[src/rc_pin_pkg.sv]
package rc_pin_pkg;

  // Clock rate
  localparam int unsigned CLK_HZ = 100_000_000;

  // Times in microseconds, send period in nanoseconds
  localparam int unsigned REPLY_HOLD_US = 100_000; // 100 ms
  localparam int unsigned TX_PERIOD_NS  = 13_330_000; // 13.33 ms
  localparam int unsigned DEBOUNCE_US   = 1_000;

  // Derived cycle counts
  localparam int unsigned REPLY_HOLD_CYC = REPLY_HOLD_US * (CLK_HZ / 1_000_000);
  localparam int unsigned TX_PERIOD_CYC  = TX_PERIOD_NS / (1_000_000_000 / CLK_HZ);
  localparam int unsigned DEBOUNCE_CYC   = DEBOUNCE_US * (CLK_HZ / 1_000_000);

  // Indicator flash lengths in microseconds
  localparam int unsigned FLASH_SHORT_US = 50_000;
  localparam int unsigned FLASH_LONG_US  = 400_000;
  localparam int unsigned FLASH_SHORT_CYC = FLASH_SHORT_US * (CLK_HZ / 1_000_000);
  localparam int unsigned FLASH_LONG_CYC  = FLASH_LONG_US * (CLK_HZ / 1_000_000);

  // Pairing: this many presses within the window restore factory settings
  localparam logic [2:0] FACTORY_PRESSES = 3'h3;
  localparam int unsigned PAIR_WINDOW_US = 2_000_000;
  localparam int unsigned PAIR_WINDOW_CYC = PAIR_WINDOW_US * (CLK_HZ / 1_000_000);

  // Register map (AXI4-Lite byte addresses)
  localparam logic [7:0] ADDR_CTRL    = 8'h00;
  localparam logic [7:0] ADDR_STATUS  = 8'h04;
  localparam logic [7:0] ADDR_IRQ     = 8'h08;
  localparam logic [7:0] ADDR_MASK    = 8'h0c;
  localparam logic [7:0] ADDR_RXCMD   = 8'h10;
  localparam logic [7:0] ADDR_TXCMD   = 8'h14;

  // Control register fields
  localparam int unsigned CTRL_RX_BIT   = 0; // Receiver armed
  localparam int unsigned CTRL_BOUND_BIT = 1; // Peer bound

  // Interrupt bit positions
  localparam int unsigned IRQ_RX_BIT     = 0;
  localparam int unsigned IRQ_REPLY_BIT  = 1;
  localparam int unsigned IRQ_TX_BIT     = 2;
  localparam int unsigned IRQ_PAIR_BIT   = 3;
  localparam int unsigned IRQ_FACTORY_BIT = 4;
  localparam int unsigned IRQ_W          = 5;

  // Reset values
  localparam logic [31:0] CTRL_RESET = 32'h0000_0001;
  localparam logic [IRQ_W-1:0] MASK_RESET = 5'h00;

  // Activity indicator states
  typedef enum logic [1:0] {
    IND_IDLE,
    IND_TX,
    IND_RX,
    IND_PAIR
  } ind_state_type;

endpackage

[src/remote_control_pin_logic.sv]
// Functional notes
// - Low strap high makes lines 0-3 inputs
// - High strap high makes lines 4-7 inputs
// - Sleep request low halts all function
// - Toggle select high: command toggles output
// - Toggle select low: output follows reception
// - Reset input low resets the device
// - Receive amp enable high while receiving
// - Transmit amp enable high while transmitting
// - Reply enable high: answer valid commands
// - Bind input pairs; press sequence restores factory
// - Reply received output on peer reply
// - Indicator flash length encodes state
// - Sender line high drives receiver line high
// - Reply output held 100ms, restarted
// - All inputs: sender only, sleeps until high
// - Send command every 13.33ms while input high
//
// Our own choices: register access over AXI4-Lite and the register offsets.
module remote_control_pin_logic #(
  parameter int unsigned REPLY_HOLD_CYC  = rc_pin_pkg::REPLY_HOLD_CYC,
  parameter int unsigned TX_PERIOD_CYC   = rc_pin_pkg::TX_PERIOD_CYC,
  parameter int unsigned DEBOUNCE_CYC    = rc_pin_pkg::DEBOUNCE_CYC,
  parameter int unsigned FLASH_SHORT_CYC = rc_pin_pkg::FLASH_SHORT_CYC,
  parameter int unsigned FLASH_LONG_CYC  = rc_pin_pkg::FLASH_LONG_CYC,
  parameter int unsigned PAIR_WINDOW_CYC = rc_pin_pkg::PAIR_WINDOW_CYC
) (
  // Clock and reset
  input  wire logic        clk_i,
  input  wire logic        nrst_i,
  // Strap and control pins
  input  wire logic        low_group_direction_strap_i,
  input  wire logic        high_group_direction_strap_i,
  input  wire logic        sleep_n_i,
  input  wire logic        toggle_select_i,
  input  wire logic        reply_enable_i,
  input  wire logic        bind_request_i,
  // Status line pins
  input  wire logic [7:0]  status_lines_i,
  output logic      [7:0]  status_lines_o,
  output logic      [7:0]  status_lines_oe_o,
  // Amplifiers and indicators
  output logic             rx_amp_enable_o,
  output logic             tx_amp_enable_o,
  output logic             reply_received_o,
  output logic             activity_indicator_o,
  // Radio core side: outgoing control and reply
  output logic             tx_cmd_valid_o,
  output logic      [7:0]  tx_cmd_lines_o,
  output logic             tx_reply_valid_o,
  // Radio core side: incoming command, reply, transmitter busy
  input  wire logic        rx_cmd_valid_i,
  input  wire logic [7:0]  rx_cmd_lines_i,
  input  wire logic        rx_reply_valid_i,
  input  wire logic        tx_busy_i,
  // Interrupt
  output logic             irq_o,
  // AXI4-Lite slave
  input  wire logic [7:0]  s_axi_awaddr,
  input  wire logic        s_axi_awvalid,
  output logic             s_axi_awready,
  input  wire logic [31:0] s_axi_wdata,
  input  wire logic [3:0]  s_axi_wstrb,
  input  wire logic        s_axi_wvalid,
  output logic             s_axi_wready,
  output logic      [1:0]  s_axi_bresp,
  output logic             s_axi_bvalid,
  input  wire logic        s_axi_bready,
  input  wire logic [7:0]  s_axi_araddr,
  input  wire logic        s_axi_arvalid,
  output logic             s_axi_arready,
  output logic      [31:0] s_axi_rdata,
  output logic      [1:0]  s_axi_rresp,
  output logic             s_axi_rvalid,
  input  wire logic        s_axi_rready
);

  localparam int unsigned NPIN = 14;
  localparam int unsigned IW   = rc_pin_pkg::IRQ_W;

  // Debounced pins: lines, two straps, sleep, toggle, reply, bind
  logic [NPIN-1:0] clean;
  sync_debounce #(
    .WIDTH  (NPIN),
    .CYCLES (DEBOUNCE_CYC)
  ) u_pins (
    .clk_i   (clk_i),
    .nrst_i  (nrst_i),
    .raw_i   ({bind_request_i, reply_enable_i, toggle_select_i, sleep_n_i,
               high_group_direction_strap_i, low_group_direction_strap_i,
               status_lines_i}),
    .clean_o (clean)
  );

  wire [7:0] lines_in   = clean[7:0];
  wire       strap_lo   = clean[8];
  wire       strap_hi   = clean[9];
  wire       awake      = clean[10];
  wire       toggle_mode = clean[11];
  wire       reply_en   = clean[12];
  wire       bind_lvl   = clean[13];

  // Direction mask: one where a line is an input
  wire [7:0] in_mask  = {{4{strap_hi}}, {4{strap_lo}}};
  wire       any_out  = ~&in_mask;
  wire       any_high = |(lines_in & in_mask);
  wire       sender_only = &in_mask;

  // Registers
  logic [31:0]   ctrl_reg;
  logic [IW-1:0] irq_reg;
  logic [IW-1:0] irq_next;
  logic [IW-1:0] mask_reg;
  logic [7:0]    out_reg;     // Stored output state
  logic [7:0]    last_rx_reg; // Last received command lines
  logic          bind_d_reg;
  logic [2:0]    press_reg;
  logic          reply_pend_reg;

  wire rx_armed = ctrl_reg[rc_pin_pkg::CTRL_RX_BIT];
  wire bound    = ctrl_reg[rc_pin_pkg::CTRL_BOUND_BIT];

  // Send timer; one short, as each restart costs a cycle
  logic tick_busy;
  logic tick_done;
  wire  tx_active = awake & any_high;
  interval_timer #(
    .CYCLES (TX_PERIOD_CYC - 1)
  ) u_tick (
    .clk_i   (clk_i),
    .nrst_i  (nrst_i),
    .start_i (tx_active & ~tick_busy),
    .stop_i  (~tx_active),
    .busy_o  (tick_busy),
    .done_o  (tick_done)
  );

  // Reply hold timer
  logic hold_busy;
  wire  reply_evt = awake & rx_reply_valid_i & reply_pend_reg;
  interval_timer #(
    .CYCLES (REPLY_HOLD_CYC)
  ) u_hold (
    .clk_i   (clk_i),
    .nrst_i  (nrst_i),
    .start_i (reply_evt),
    .stop_i  (~awake),
    .busy_o  (hold_busy),
    .done_o  ()
  );

  // Pairing window timer; counts presses for factory restore
  logic win_busy;
  wire  bind_rise = awake & bind_lvl & ~bind_d_reg;
  interval_timer #(
    .CYCLES (PAIR_WINDOW_CYC)
  ) u_win (
    .clk_i   (clk_i),
    .nrst_i  (nrst_i),
    .start_i (bind_rise & ~win_busy),
    .stop_i  (~awake),
    .busy_o  (win_busy),
    .done_o  ()
  );

  wire factory_evt = bind_rise & win_busy &
                     (press_reg == rc_pin_pkg::FACTORY_PRESSES - 3'h1);
  wire pair_evt    = bind_rise & ~win_busy;

  // Command acceptance only from a bound peer while receiving
  wire cmd_ok   = awake & rx_armed & bound & any_out & rx_cmd_valid_i;
  wire [7:0] cmd_rise = rx_cmd_lines_i & ~last_rx_reg & ~in_mask;

  // Sending: first command on activation, then each period
  wire send_now = tx_active & (~tick_busy | tick_done);
  assign tx_cmd_valid_o   = send_now;
  assign tx_cmd_lines_o   = (lines_in & in_mask) | (out_reg & ~in_mask);
  assign tx_reply_valid_o = cmd_ok & reply_en;

  // Output state: toggled or momentary
  always_ff @(posedge clk_i or negedge nrst_i) begin
    if (!nrst_i) begin
      out_reg     <= 8'h00;
      last_rx_reg <= 8'h00;
    end else if (!awake) begin
      out_reg     <= 8'h00;
      last_rx_reg <= 8'h00;
    end else if (cmd_ok) begin
      last_rx_reg <= rx_cmd_lines_i;
      if (toggle_mode) begin
        out_reg <= out_reg ^ cmd_rise;
      end else begin
        out_reg <= rx_cmd_lines_i & ~in_mask;
      end
    end else if (!toggle_mode && !rx_armed) begin
      out_reg     <= 8'h00;
      last_rx_reg <= 8'h00;
    end
  end

  // Pins: drive only lines that are outputs
  assign status_lines_o    = out_reg & ~in_mask;
  assign status_lines_oe_o = ~in_mask;

  // Amplifier enables; a sender-only unit listens only from its first send until sleep
  assign tx_amp_enable_o  = awake & (tx_busy_i | send_now);
  assign rx_amp_enable_o  = awake & ~tx_amp_enable_o & rx_armed &
                            (~sender_only | reply_pend_reg);
  assign reply_received_o = hold_busy;

  // Pairing press counter and reply expectation
  always_ff @(posedge clk_i or negedge nrst_i) begin
    if (!nrst_i) begin
      bind_d_reg     <= 1'b0;
      press_reg      <= 3'h0;
      reply_pend_reg <= 1'b0;
    end else begin
      bind_d_reg <= bind_lvl;
      if (!win_busy && !bind_rise) begin
        press_reg <= 3'h0;
      end else if (bind_rise) begin
        press_reg <= factory_evt ? 3'h0 : press_reg + 3'h1;
      end
      if (send_now) begin
        reply_pend_reg <= 1'b1;
      end else if (!awake) begin
        reply_pend_reg <= 1'b0;
      end
    end
  end

  // Indicator: flash length chosen by state
  rc_pin_pkg::ind_state_type ind_state;
  assign ind_state = !awake        ? rc_pin_pkg::IND_IDLE :
                     win_busy      ? rc_pin_pkg::IND_PAIR :
                     tx_active     ? rc_pin_pkg::IND_TX   :
                     cmd_ok        ? rc_pin_pkg::IND_RX   :
                                     rc_pin_pkg::IND_IDLE;
  logic flash_busy;
  interval_timer #(
    .CYCLES (FLASH_SHORT_CYC)
  ) u_flash_s (
    .clk_i   (clk_i),
    .nrst_i  (nrst_i),
    .start_i (ind_state == rc_pin_pkg::IND_RX ||
              (ind_state == rc_pin_pkg::IND_TX && send_now)),
    .stop_i  (~awake),
    .busy_o  (flash_busy),
    .done_o  ()
  );
  logic flash_long;
  interval_timer #(
    .CYCLES (FLASH_LONG_CYC)
  ) u_flash_l (
    .clk_i   (clk_i),
    .nrst_i  (nrst_i),
    .start_i (pair_evt | factory_evt),
    .stop_i  (~awake),
    .busy_o  (flash_long),
    .done_o  ()
  );
  assign activity_indicator_o = flash_busy | flash_long;

  // Interrupt status: set wins over write-one clear
  wire [IW-1:0] irq_set = {factory_evt, pair_evt, send_now, reply_evt, cmd_ok};
  wire          wr_go;
  wire [7:0]    wr_addr;
  assign irq_next = (irq_reg & ~((wr_go && wr_addr == rc_pin_pkg::ADDR_IRQ) ?
                     s_axi_wdata[IW-1:0] : '0)) | irq_set;
  assign irq_o    = |(irq_reg & mask_reg);

  // AXI write: take address and data together when both offered
  assign s_axi_awready = s_axi_awvalid & s_axi_wvalid & ~s_axi_bvalid;
  assign s_axi_wready  = s_axi_awready;
  assign wr_go         = s_axi_awready;
  assign wr_addr       = s_axi_awaddr;
  wire wr_map = wr_addr == rc_pin_pkg::ADDR_CTRL ||
                wr_addr == rc_pin_pkg::ADDR_IRQ  ||
                wr_addr == rc_pin_pkg::ADDR_MASK;

  always_ff @(posedge clk_i or negedge nrst_i) begin
    if (!nrst_i) begin
      ctrl_reg     <= rc_pin_pkg::CTRL_RESET;
      mask_reg     <= rc_pin_pkg::MASK_RESET;
      irq_reg      <= '0;
      s_axi_bvalid <= 1'b0;
      s_axi_bresp  <= 2'h0;
    end else begin
      irq_reg <= irq_next;
      if (wr_go) begin
        s_axi_bvalid <= 1'b1;
        s_axi_bresp  <= wr_map ? 2'h0 : 2'h2;
        if (wr_addr == rc_pin_pkg::ADDR_CTRL && s_axi_wstrb[0]) begin
          ctrl_reg[7:0] <= s_axi_wdata[7:0];
        end
        if (wr_addr == rc_pin_pkg::ADDR_MASK && s_axi_wstrb[0]) begin
          mask_reg <= s_axi_wdata[IW-1:0];
        end
      end else if (s_axi_bready) begin
        s_axi_bvalid <= 1'b0;
      end
      if (factory_evt) begin
        ctrl_reg <= rc_pin_pkg::CTRL_RESET;
      end
    end
  end

  // AXI read: one cycle after address accepted
  assign s_axi_arready = ~s_axi_rvalid;
  logic [31:0] rd_mux;
  logic        rd_map;
  always_comb begin
    rd_map = 1'b1;
    case (s_axi_araddr)
      rc_pin_pkg::ADDR_CTRL:   rd_mux = ctrl_reg;
      rc_pin_pkg::ADDR_STATUS: rd_mux = {16'h0000, status_lines_oe_o,
                                         lines_in};
      rc_pin_pkg::ADDR_IRQ:    rd_mux = {27'h0000000, irq_reg};
      rc_pin_pkg::ADDR_MASK:   rd_mux = {27'h0000000, mask_reg};
      rc_pin_pkg::ADDR_RXCMD:  rd_mux = {24'h000000, out_reg};
      rc_pin_pkg::ADDR_TXCMD:  rd_mux = {24'h000000, tx_cmd_lines_o};
      default: begin
        rd_mux = 32'h0000_0000;
        rd_map = 1'b0;
      end
    endcase
  end

  always_ff @(posedge clk_i or negedge nrst_i) begin
    if (!nrst_i) begin
      s_axi_rvalid <= 1'b0;
      s_axi_rdata  <= 32'h0000_0000;
      s_axi_rresp  <= 2'h0;
    end else if (s_axi_arvalid && s_axi_arready) begin
      s_axi_rvalid <= 1'b1;
      s_axi_rdata  <= rd_mux;
      s_axi_rresp  <= rd_map ? 2'h0 : 2'h2;
    end else if (s_axi_rready) begin
      s_axi_rvalid <= 1'b0;
    end
  end

endmodule

[src/sync_debounce.sv]
module sync_debounce #(
  parameter int unsigned WIDTH  = 1,
  parameter int unsigned CYCLES = 16
) (
  // Clock and reset
  input  wire logic             clk_i,
  input  wire logic             nrst_i,
  // Raw pins and filtered levels
  input  wire logic [WIDTH-1:0] raw_i,
  output logic      [WIDTH-1:0] clean_o
);

  localparam int unsigned CW = $clog2(CYCLES + 1);

  logic [WIDTH-1:0] meta_reg; // First stage, read only by second stage
  logic [WIDTH-1:0] sync_reg; // Second stage

  // Two-flop synchroniser for every pin
  always_ff @(posedge clk_i or negedge nrst_i) begin
    if (!nrst_i) begin
      meta_reg <= '0;
      sync_reg <= '0;
    end else begin
      meta_reg <= raw_i;
      sync_reg <= meta_reg;
    end
  end

  // Each bit accepts a new level only once it held stable for CYCLES
  genvar g;
  for (g = 0; g < WIDTH; g++) begin : g_bit
    logic [CW-1:0] cnt_reg;
    wire           differ = sync_reg[g] != clean_o[g];
    always_ff @(posedge clk_i or negedge nrst_i) begin
      if (!nrst_i) begin
        cnt_reg    <= '0;
        clean_o[g] <= 1'b0;
      end else if (!differ) begin
        cnt_reg <= '0;
      end else if (cnt_reg == CW'(CYCLES - 1)) begin
        cnt_reg    <= '0;
        clean_o[g] <= sync_reg[g];
      end else begin
        cnt_reg <= cnt_reg + 1'b1;
      end
    end
  end

endmodule

[src/interval_timer.sv]
module interval_timer #(
  parameter int unsigned CYCLES = 1000
) (
  // Clock and reset
  input  wire logic clk_i,
  input  wire logic nrst_i,
  // Start or restart, stop, running level and end pulse
  input  wire logic start_i,
  input  wire logic stop_i,
  output logic      busy_o,
  output logic      done_o
);

  localparam int unsigned CW = $clog2(CYCLES + 1);

  logic [CW-1:0] cnt_reg; // Cycles left

  // A start always reloads, so a repeated event extends the interval
  always_ff @(posedge clk_i or negedge nrst_i) begin
    if (!nrst_i) begin
      cnt_reg <= '0;
      done_o  <= 1'b0;
    end else begin
      done_o <= 1'b0;
      if (start_i) begin
        cnt_reg <= CW'(CYCLES);
      end else if (stop_i) begin
        cnt_reg <= '0;
      end else if (cnt_reg != '0) begin
        cnt_reg <= cnt_reg - 1'b1;
        done_o  <= (cnt_reg == CW'(1));
      end
    end
  end

  assign busy_o = cnt_reg != '0;

endmodule

[config.mk]
export PLATFORM = sky130hd
export DESIGN_NAME = remote_control_pin_logic
export DESIGN_NICKNAME = d
export VERILOG_FILES = /design/src/rc_pin_pkg.sv /design/src/remote_control_pin_logic.sv /design/src/sync_debounce.sv /design/src/interval_timer.sv
export SDC_FILE = /design/constraint.sdc
export NUM_CORES = 1
export LEC_CHECK = 0
export BUFFER_PORTS_ARGS = -buffer_cell sky130_fd_sc_hd__buf_2
export CAP_MARGIN = 15
export CORE_ASPECT_RATIO = 0.75
export CORE_MARGIN = 1.5
export CORE_UTILIZATION = 24
export DETAILED_ROUTE_END_ITERATION = 7
export GPL_TIMING_DRIVEN = 0
export SYNTH_ARGS = -nofsm -noshare
export SYNTH_HDL_FRONTEND = slang
export SYNTH_HIERARCHICAL = 1
export SYNTH_SLANG_ARGS = --single-unit
[constraint.sdc]
create_clock -name clk_i -period 6.85 [get_ports clk_i]
set_input_delay 2.055 -clock clk_i [delete_from_list [all_inputs] [get_ports clk_i]]
set_output_delay 2.055 -clock clk_i [all_outputs]
set_load 0.01 [all_outputs]
# Yosys cells after proc, flatten, opt, wreduce, memory -nomap -nowiden
# Index checks and enable logic that the tools add are counted.
dict set report word_totals {
  ff_bits 480
  elab_cells 281
  input_bits 84
}
dict set report op_classes {
  muxes 73
  n_reduce_logical 47
  bitwise_logic 46
  n_addsub 20
  n_eq_ne 46
}
# op n
set op_table {}
lappend op_table {{$mux W17} 28}
lappend op_table {{$add A17 B1 Y17 const B} 14}
lappend op_table {{$eq A17 B17 Y1 const B} 14}
lappend op_table {{$pmux W16 S6} 1}
lappend op_table {{$mux W28} 3}
lappend op_table {{$mux W26} 3}
lappend op_table {{$mux W24} 3}
lappend op_table {{$mux W8} 9}
lappend op_table {{$mux W23} 3}
lappend op_table {{$mux W21} 3}
lappend op_table {{$and A8 B8 Y8} 5}
lappend op_table {{$reduce_and A2 Y1} 17}
lappend op_table {{$eq A8 B4 Y1 const B} 4}
lappend op_table {{$reduce_bool A28 Y1} 1}
lappend op_table {{$sub A28 B1 Y28 const B} 1}
lappend op_table {{$reduce_bool A26 Y1} 1}
lappend op_table {{$sub A26 B1 Y26 const B} 1}
lappend op_table {{$reduce_bool A24 Y1} 1}
lappend op_table {{$sub A24 B1 Y24 const B} 1}
lappend op_table {{$reduce_bool A23 Y1} 1}
lappend op_table {{$sub A23 B1 Y23 const B} 1}
lappend op_table {{$and A1 B1 Y1} 21}
lappend op_table {{$eq A21 B1 Y1 const B} 1}
lappend op_table {{$reduce_bool A21 Y1} 1}
lappend op_table {{other kinds (31)} 94}

# Depth between registers and ports, before layout
# Gate-level depths: netlist (run 1).
dict set report logic_depth {
  depth_word 12
  ltp_mapped 15
  ltp_nobuf 12
}

# By module
# The synthesis (run 1) kept the hierarchy.
# module n_inst area_per_inst_um2 seq_area_each_um2 cells_each
set modules_own_cells {}
lappend modules_own_cells {sync_debounce 1 13150.1 7006.7 1273}
lappend modules_own_cells {remote_control_pin_logic 1 3145.5 1327.5 327}
lappend modules_own_cells {{interval_timer (u_win)} 1 1710.4 725.7 173}
lappend modules_own_cells {{interval_timer (u_flash_l)} 1 1540.2 675.6 160}
lappend modules_own_cells {{interval_timer (u_hold)} 1 1463.9 625.6 144}
lappend modules_own_cells {{interval_timer (u_flash_s)} 1 1393.8 600.6 135}
lappend modules_own_cells {{interval_timer (u_tick)} 1 1257.5 550.5 125}

# Worst setup path after synthesis (run 1)
# No wires, ideal clock.
dict set report synth_timing {
  path_kind {input port to output port}
  startpoint {in rx_cmd_valid_i}
  endpoint {out tx_reply_valid_o}
  t_required_ps 4795
  arrival_ps 3069
  path_slack_ps 1726
  path_stages 5
  cell_sequence {nand4_1 a21oi_1 clkbuf_1 clkbuf_1 and2_1}
}
dict set report synth_between {
  elab_chain_len 2
}
# element line
set synth_lines {}
lappend synth_lines {{start, declared} remote_control_pin_logic.sv:52} ;# input wire logic rx_cmd_valid_i,
lappend synth_lines {{$and A1 B1 Y1} remote_control_pin_logic.sv:171} ;# wire cmd_ok = awake & rx_armed & bound & any_out & rx_cmd_valid_i;
lappend synth_lines {{$and A1 B1 Y1} remote_control_pin_logic.sv:178} ;# assign tx_reply_valid_o = cmd_ok & reply_en;
lappend synth_lines {{end, declared} remote_control_pin_logic.sv:50} ;# output logic tx_reply_valid_o,
# Every way passes these cells.

# Worst setup path in the final report (run 1)
# Ends and elaborated chain as after synthesis.

==> results of run 1 <==
## stage by stage
step / worst slack [ns] / utilization [%]
finish: 0.662 / 28.5
global route: 0.578 / 28.5
CTS: 0.721 / 28.5
detailed placement: 0.731 / 26.6
global placement: -6.26 / 26.5
floorplan: 1.73 / -
## worst max-delay path by stage
| stage | slack [ns] | from | end | depth (start not counted) |
|---|---|---|---|---|
| 6_report | 0.66 | rx_cmd_valid_i | tx_reply_valid_o | 7 |
| 5_1_grt | 0.58 | u_tick/cnt_reg[12] | tx_cmd_valid_o | 10 |
| 4_1_cts | 0.72 | rx_cmd_valid_i | tx_reply_valid_o | 7 |
| 3_5_place_dp | 0.73 | rx_cmd_valid_i | tx_reply_valid_o | 7 |
| 3_3_place_gp | -6.26 | nrst_i | u_pins/meta_reg[1] | 1 |
| 2_1_floorplan | 1.73 | rx_cmd_valid_i | tx_reply_valid_o | 5 |
## power by group through the flow
stage          clock network [mW]  registers (mW)  logic [mW]
2_1_floorplan                   0            2.80       0.101
3_3_place_gp                    0            2.80       0.207
3_5_place_dp                    0            2.80       0.216
4_1_cts                      3.06            2.75       0.217
5_1_grt                      3.17            2.76       0.244
6_report                     2.94            2.75       0.209
## per-layer routing
layer	GRT usage [%]	up-vias	part of all wire, %
li1	-	8702	-
met1	16.7	8462	52
met2	15.1	337	40
met3	2.64	71	6.2
met4	2.70	2	2.0
met5	0	-	0.020
## cell type report
type                       count  area, sq um
buffer                        97          577
sequential                   456        11400
tap                         1313         1640
clock inverter                25          358
antenna                        1         2.50
fill                       10092        69300
inverter                      81          304
clock buffer                  69         1450
timing repair buffer         115          681
multi-input combinational   1703        11200
## cells in the final DEF (no fill, tap or decap), types with 18 or more instances in the layout
| cell type | n |
|---|---|
| sky130_fd_sc_hd__o31ai_1 | 23 |
| sky130_fd_sc_hd__buf_2 | 119 |
| sky130_fd_sc_hd__o21ai_0 | 46 |
| sky130_fd_sc_hd__clkbuf_16 | 52 |
| sky130_fd_sc_hd__inv_1 | 81 |
| sky130_fd_sc_hd__clkbuf_1 | 50 |
| sky130_fd_sc_hd__mux2_2 | 20 |
| sky130_fd_sc_hd__a21o_1 | 29 |
| sky130_fd_sc_hd__conb_1 | 18 |
| sky130_fd_sc_hd__xor2_1 | 102 |
| sky130_fd_sc_hd__or2_2 | 20 |
| sky130_fd_sc_hd__ha_1 | 25 |
| sky130_fd_sc_hd__nor2_1 | 332 |
| sky130_fd_sc_hd__and4_1 | 21 |
| sky130_fd_sc_hd__nand2_1 | 106 |
| sky130_fd_sc_hd__nand3_1 | 92 |
| sky130_fd_sc_hd__nor4_1 | 92 |
| sky130_fd_sc_hd__xnor2_1 | 176 |
| sky130_fd_sc_hd__or4_1 | 25 |
| sky130_fd_sc_hd__nand4_1 | 91 |
| sky130_fd_sc_hd__dfrtp_1 | 455 |
| sky130_fd_sc_hd__or3_1 | 49 |
| sky130_fd_sc_hd__nor3_1 | 81 |
| sky130_fd_sc_hd__a21oi_1 | 50 |
| sky130_fd_sc_hd__buf_4 | 37 |
## worst reg2reg max path: stages (launching register included)
cell and delay [ns]:
sky130_fd_sc_hd__dfrtp_1 0.43, sky130_fd_sc_hd__or4_4 0.57, sky130_fd_sc_hd__or4_1 0.43, sky130_fd_sc_hd__buf_6 0.16, sky130_fd_sc_hd__nor3_4 0.24, sky130_fd_sc_hd__buf_6 0.21
sky130_fd_sc_hd__buf_8 0.16, sky130_fd_sc_hd__inv_1 0.06, sky130_fd_sc_hd__nor2b_1 0.16, sky130_fd_sc_hd__a2bb2oi_1 0.19, sky130_fd_sc_hd__nor2_1 0.22, sky130_fd_sc_hd__clkbuf_1 0.40
sky130_fd_sc_hd__or2_2 0.19, sky130_fd_sc_hd__clkbuf_1 0.21, sky130_fd_sc_hd__clkbuf_1 0.42, sky130_fd_sc_hd__nor2_1 0.11
==> key figures, run 1 <==
Route
  – Remaining antenna violation count after routing: 0
  – Routed length per instance: 14.1 um
  – Initial drt markers: 1297
  – Routed Wire Length: 54400 um
  – Via density per instance: 4.55
  – Number of optimization iterations in the first detailed-route pass: 7
  – Detailed-route via count: 17.6k
  – DRC violation count after routing: 0

Synth
  – Post-Syn Instances: 2320
  – Mean area per synthesized cell: 10.1 sq um
  – Count of yosys warnings during synthesis: 6
  – Syn Std Cell Area: 0.0235 sq mm

Worst hold path
  – Hold endpoint: u_pins/sync_reg[12]
  – Beginning of the worst hold path: u_pins/meta_reg[12]
  – Number of stages on the worst hold path: 0
  – Type of the most critical hold path: register to register

Global routing
  – Initial antenna violation count: 7
  – Grt total ovfl: 0
  – First-pass GRT wire length: 89800 um
  – Largest net degree at the start of global routing: roughly 120
  – Via count of the first global-routing pass: 16.6k
  – Total routing usage reported by global routing: 10.9%

Cells and area
  – Growth of design area from synthesis to finish: 17.9%
  – Layout cell share with drive strength beyond 1: between 10% and 20%
  – Final Cell Area: 0.0277 sq mm
  – Nets: between 2k and 3k
  – Largest register FFs: about 240
  – Final std cells w/o fill: 3860

Clock network
  – Maximum count of clock buffers along a single path: 3
  – Number of buffers created by CTS: between 50 and 60
  – Cts repair resizes: 0
  – CTS tree: done
  – Number of clock sinks: 456
  – CTS Root Cell: sky130_fd_sc_hd__clkbuf_16
  – Clock slew at reported path FFs: 0.06 ns
  – Clock latency on the worst-skew pair: ~0.6 ns
  – Total of hold buffers inserted after clock tree synthesis: 0
  – Number of levels in the clock H-tree: 2
  – Post-CTS Setup Repair Bufs: 0

Place
  – Port-buffer cells: approximately 110
  – DP HPWL: 38000 um
  – Cell count after placement: 3765
  – Placed instance area: 0.0258 sq mm
  – Routability-driven placement congestion ratio: 0.824

Flow run
  – Max capacitance violation total: 0

Power and ir drop
  – Total Power Consumption: 5.90 mW
  – Fraction of power consumed by sequential logic: 46.7%
  – Switching Share: between 20 and 25%
  – Leakage power: around 12 nW
  – P per Cell Area: 213 mW/mm^2
  – Net Sw Power: 1.35 mW
  – Highest ir drop seen on vdd: 0.181 mV
  – Relative contribution of the clock network to total power: about half
  – P_int: 4.55 mW
  – Relative contribution of combinational cells to total power: 3.5%

Timing
  – Fin Clk Skew: approximately 0.035 ns
  – Final worst path period need: 6.19 ns
  – Max-slew headroom: 28.2%
  – Final setup violation count: 0
  – Hold Slack: 0.350 ns
  – Share of the cycle needed by the critical path after routing: 90.3%
  – Final Slew Violations: 0
  – Highest clock rate: 162 MHz
  – Setup TNS after final layout: 0 ns
  – Final Hold Fails: 0
  – Setup repair after global routing missed its margin: no
  – Actual transition at the worst max-transition pin: 1.08 ns

Setup path
  – Crit Path Max Fanout: 10
  – Crit path launch type: input port
  – Slack of the worst reg-to-reg path: approximately 2.6 ns
  – Reg-to-reg critical path startpoint: u_tick/cnt_reg[12]
  – Startpoint-to-endpoint class of the critical path: input port to primary output
  – Arr. time, crit path: roughly 4.1 ns
  – Critical path buffers and inverters: 4
  – Capture point of the worst reg-to-reg path: u_flash_s/cnt_reg[20]
  – Cell-by-cell listing of the critical path: buf_2, nand4_1, a21oi_1, clkbuf_1, clkbuf_1, and2_1, buf_2
  – Cell family with the largest share of critical-path delay: buffers and inverters
  – Critical Path Slowest Stage Cell: sky130_fd_sc_hd__clkbuf_1
  – Sort of element at the end of the critical path: primary output
  – Worst-case reg-to-reg path depth: 15
  – WP data required: around 4.8 ns
  – Largest incremental delay on the critical path: 0.86 ns

Floorplan
  – IO Count: 156
  – Effective utilization at floorplan: approximately 24%
  – Die extent in y: 274 um
  – Std cell rows: 99
  – Core Box Area: 0.0970 sq mm
  – Die area: approximately 0.10 sq mm
  – Width of the die: 364 um

Run status
  – Status: finished, final reports clean
Note: power is estimated with default switching activity, not from simulation.
==> run 2, diff against run 1 <==
SYNTH_HIERARCHICAL = default   (was 1)
==> key figures, run 2 <==
Place
  – DP HPWL: 37300 um
  – Routability-driven placement congestion ratio: 0.831
  – Cell count after placement: 3590
  – Port-buffer cells: 110

Setup path
  – Slack of the worst reg-to-reg path: 3.66 ns
  – Critical Path Slowest Stage Cell: sky130_fd_sc_hd__a21oi_1
  – Cell family with the largest share of critical-path delay: simple AND/OR/NAND/NOR gates
  – Largest incremental delay on the critical path: 0.90 ns
  – Crit Path Max Fanout: 7
  – WP data required: between 4 and 5 ns
  – Cell-by-cell listing of the critical path: inv_1, ha_1, nor3b_1, nand3_1, or2_2, a21oi_1, o21a_1, buf_2
  – Crit path launch type: register
  – Sort of element at the end of the critical path: primary output
  – Capture point of the worst reg-to-reg path: reply_pend_reg
  – Reg-to-reg critical path startpoint: u_tick.cnt_reg[0]
  – Critical path buffers and inverters: 2
  – Arr. time, crit path: 3.89 ns
  – Startpoint-to-endpoint class of the critical path: register to primary output
  – Worst-case reg-to-reg path depth: 7

Flow run
  – Max capacitance violation total: 0

Timing
  – Setup TNS after final layout: 0 ns
  – Highest clock rate: 168 MHz
  – Max-slew headroom: 25.0%
  – Final Hold Fails: 0
  – Final worst path period need: 5.95 ns
  – Setup repair after global routing missed its margin: no
  – Share of the cycle needed by the critical path after routing: 86.8%
  – Fin Clk Skew: between 0.03 and 0.04 ns
  – Hold Slack: 0.328 ns
  – Actual transition at the worst max-transition pin: 1.12 ns
  – Final Slew Violations: 0
  – Final setup violation count: 0

Floorplan
  – Effective utilization at floorplan: 24.2%
  – Width of the die: 354 um
  – Core Box Area: 0.0914 sq mm
  – Std cell rows: 96
  – Die extent in y: roughly 270 um
  – IO Count: 156
  – Die area: approximately 0.094 sq mm

Cells and area
  – Most common cell after layout, fill and taps aside: sky130_fd_sc_hd__dfrtp_1
  – Final std cells w/o fill: 3679
  – Highest-count cells in the layout ignoring fill and taps: 455 x sky130_fd_sc_hd__dfrtp_1, 387 x sky130_fd_sc_hd__nor2_1, 154 x sky130_fd_sc_hd__xor2_1, 152 x sky130_fd_sc_hd__xnor2_1, 152 x sky130_fd_sc_hd__nand2_1
  – Layout cell share with drive strength beyond 1: 12.9%
  – Nets: 2522
  – Growth of design area from synthesis to finish: 17.7%
  – Largest register FFs: ~240

Synth
  – Library cell occupying the most area in the post-synthesis netlist: sky130_fd_sc_hd__dfrtp_1
  – Main combinational cell family by area after synthesis: simple AND/OR/NAND/NOR gates
  – Main area contributors after synthesis: sky130_fd_sc_hd__dfrtp_1 51%, sky130_fd_sc_hd__nor2_1 6.6%, sky130_fd_sc_hd__xor2_1 6.1%
  – Synth cell types: 69
  – Synthesized flop and latch total: 456
  – Synth Area in Simple Gates: 23.2%
  – Leading cell type by number of instances after synthesis: sky130_fd_sc_hd__dfrtp_1
  – Post-synth EDFFs: 0
  – Proportion of synthesized area in mux cells: under 10%
  – Yosys top cell area share: 51.4%
  – Count of yosys warnings during synthesis: 0
  – Post-synth top flop: sky130_fd_sc_hd__dfrtp_1
  – Mean area per synthesized cell: 9.92 sq um
  – Post-Synth Adder-Cell Area: between 1 and 1.5%
  – Parity-gate share of the synthesized area counting xor and xnor cells: 12.1%
  – Post-Syn Instances: 2232
  – Share of synthesized area occupied by flip-flops and latches: 51.6%
  – Post-synth ARST share: 100%
  – Syn Std Cell Area: 0.0221 sq mm
  – Compound-Gate Fraction of Synth Area: between 6 and 7%
  – Top cells by instance count after synthesis: 455 x sky130_fd_sc_hd__dfrtp_1, 387 x sky130_fd_sc_hd__nor2_1, 154 x sky130_fd_sc_hd__xor2_1

Clock network
  – Number of clock sinks: roughly 460
  – Cts repair resizes: 0
  – CTS tree: done
  – Number of buffers created by CTS: between 40 and 50
  – Clock latency on the worst-skew pair: ~0.6 ns
  – Post-CTS Setup Repair Bufs: 0
  – Number of levels in the clock H-tree: 2
  – Total of hold buffers inserted after clock tree synthesis: 0
  – Maximum count of clock buffers along a single path: 3
  – Clock slew at reported path FFs: roughly 0.060 ns
  – CTS Root Cell: sky130_fd_sc_hd__clkbuf_16

Worst hold path
  – Type of the most critical hold path: register to register
  – Number of stages on the worst hold path: 0
  – Hold endpoint: u_pins.sync_reg[6]
  – Beginning of the worst hold path: u_pins.meta_reg[6]

Route
  – DRC violation count after routing: 0
  – Detailed-route via count: 16.4k
  – Via density per instance: 4.46
  – Remaining antenna violation count after routing: 0
  – Number of optimization iterations in the first detailed-route pass: 7
  – Routed Wire Length: 52500 um
  – Routed length per instance: 14.3 um
  – Initial drt markers: 1234

Power and ir drop
  – P per Cell Area: 216 mW/mm^2
  – Leakage power: about 12 nW
  – Highest ir drop seen on vdd: about 0.29 mV
  – Total Power Consumption: 5.64 mW

Global routing
  – Via count of the first global-routing pass: around 15k
  – First-pass GRT wire length: 85000 um
  – Grt total ovfl: 0
  – Total routing usage reported by global routing: ~11%
  – Largest net degree at the start of global routing: ~120
  – Initial antenna violation count: 10

Run status
  – Status: finished, final reports clean
==> run 2: changes by cell type in the layout (fill, tap and decap cells not counted), sizes merged, moves of 14 or more <==
cell    before  now
nor4       104   55
o21ai       49   64
nor2       335  387
o21bai      16    0
o31ai       26   11
xor2       102  154
xnor2      176  152
or3         56   32
nand2      106  152
nand4       95   75
nand3       93   79
==> run 2: area by class of cell <==
cell class / instances / area, sq um
Antenna cell: 3 / 7.51
Buffer: 93 / 483
Clock buffer: 60 / 1300
Clock inverter: 24 / 298
Fill cell: 9610 / 65400
Inverter: 75 / 282
Multi-Input combinational cell: 1625 / 10000
Sequential cell: 456 / 11400
Tap cell: 1225 / 1530
Timing Repair Buffer: 118 / 706
==> run 2: layer usage <==
metal	vias to the layer above	GRT usage (%)	wire [um]
met4	10	2.23	789
met5	-	0	63
met1	7936	17.5	27800
li1	8039	-	-
met3	69	3.75	4330
met2	348	14.2	19500
==> run 2: worst max-delay path by stage <==
stage                           start                           to  cells past startpoint
global route        u_tick.cnt_reg[1]              rx_amp_enable_o                      8
finish              u_tick.cnt_reg[0]              tx_amp_enable_o                      8
CTS                 u_tick.cnt_reg[1]              tx_amp_enable_o                      8
global placement               nrst_i  u_pins.g_bit[3].cnt_reg[13]                      1
floorplan              rx_cmd_valid_i             tx_reply_valid_o                      3
detailed placement     rx_cmd_valid_i             tx_reply_valid_o                      6
==> run 2: report_power, final <==
part / leakage (nW) / total [mW] / switching, mW / internal (mW)
combinational: 4.58 / 0.193 / 0.131 / 0.0625
sequential: 6.25 / 2.75 / 0.0291 / 2.72
clock: 0.790 / 2.69 / 1.15 / 1.54
total: 11.6 / 5.64 / 1.31 / 4.33
==> run 2: through the flow <==
| stage | instance area, sq um | setup WS (ns) | util, % |
|---|---|---|---|
| floorplan | 22200 | 1.97 | - |
| global placement | 24300 | -6.05 | 26.6 |
| detailed placement | 24400 | 1.37 | 26.7 |
| CTS | 26000 | 0.895 | 28.5 |
| global route | 26000 | 0.496 | 28.5 |
| finish | 26100 | 0.904 | 28.5 |
==> run 2: cells by family after synthesis <==
kind of cell | after synthesis
simple gates | 1024
flops | 456
xor+xnor | 306
compound gates | 220
buf+inv | 168
mux | 34
fa+ha+maj | 23
other cells | 1
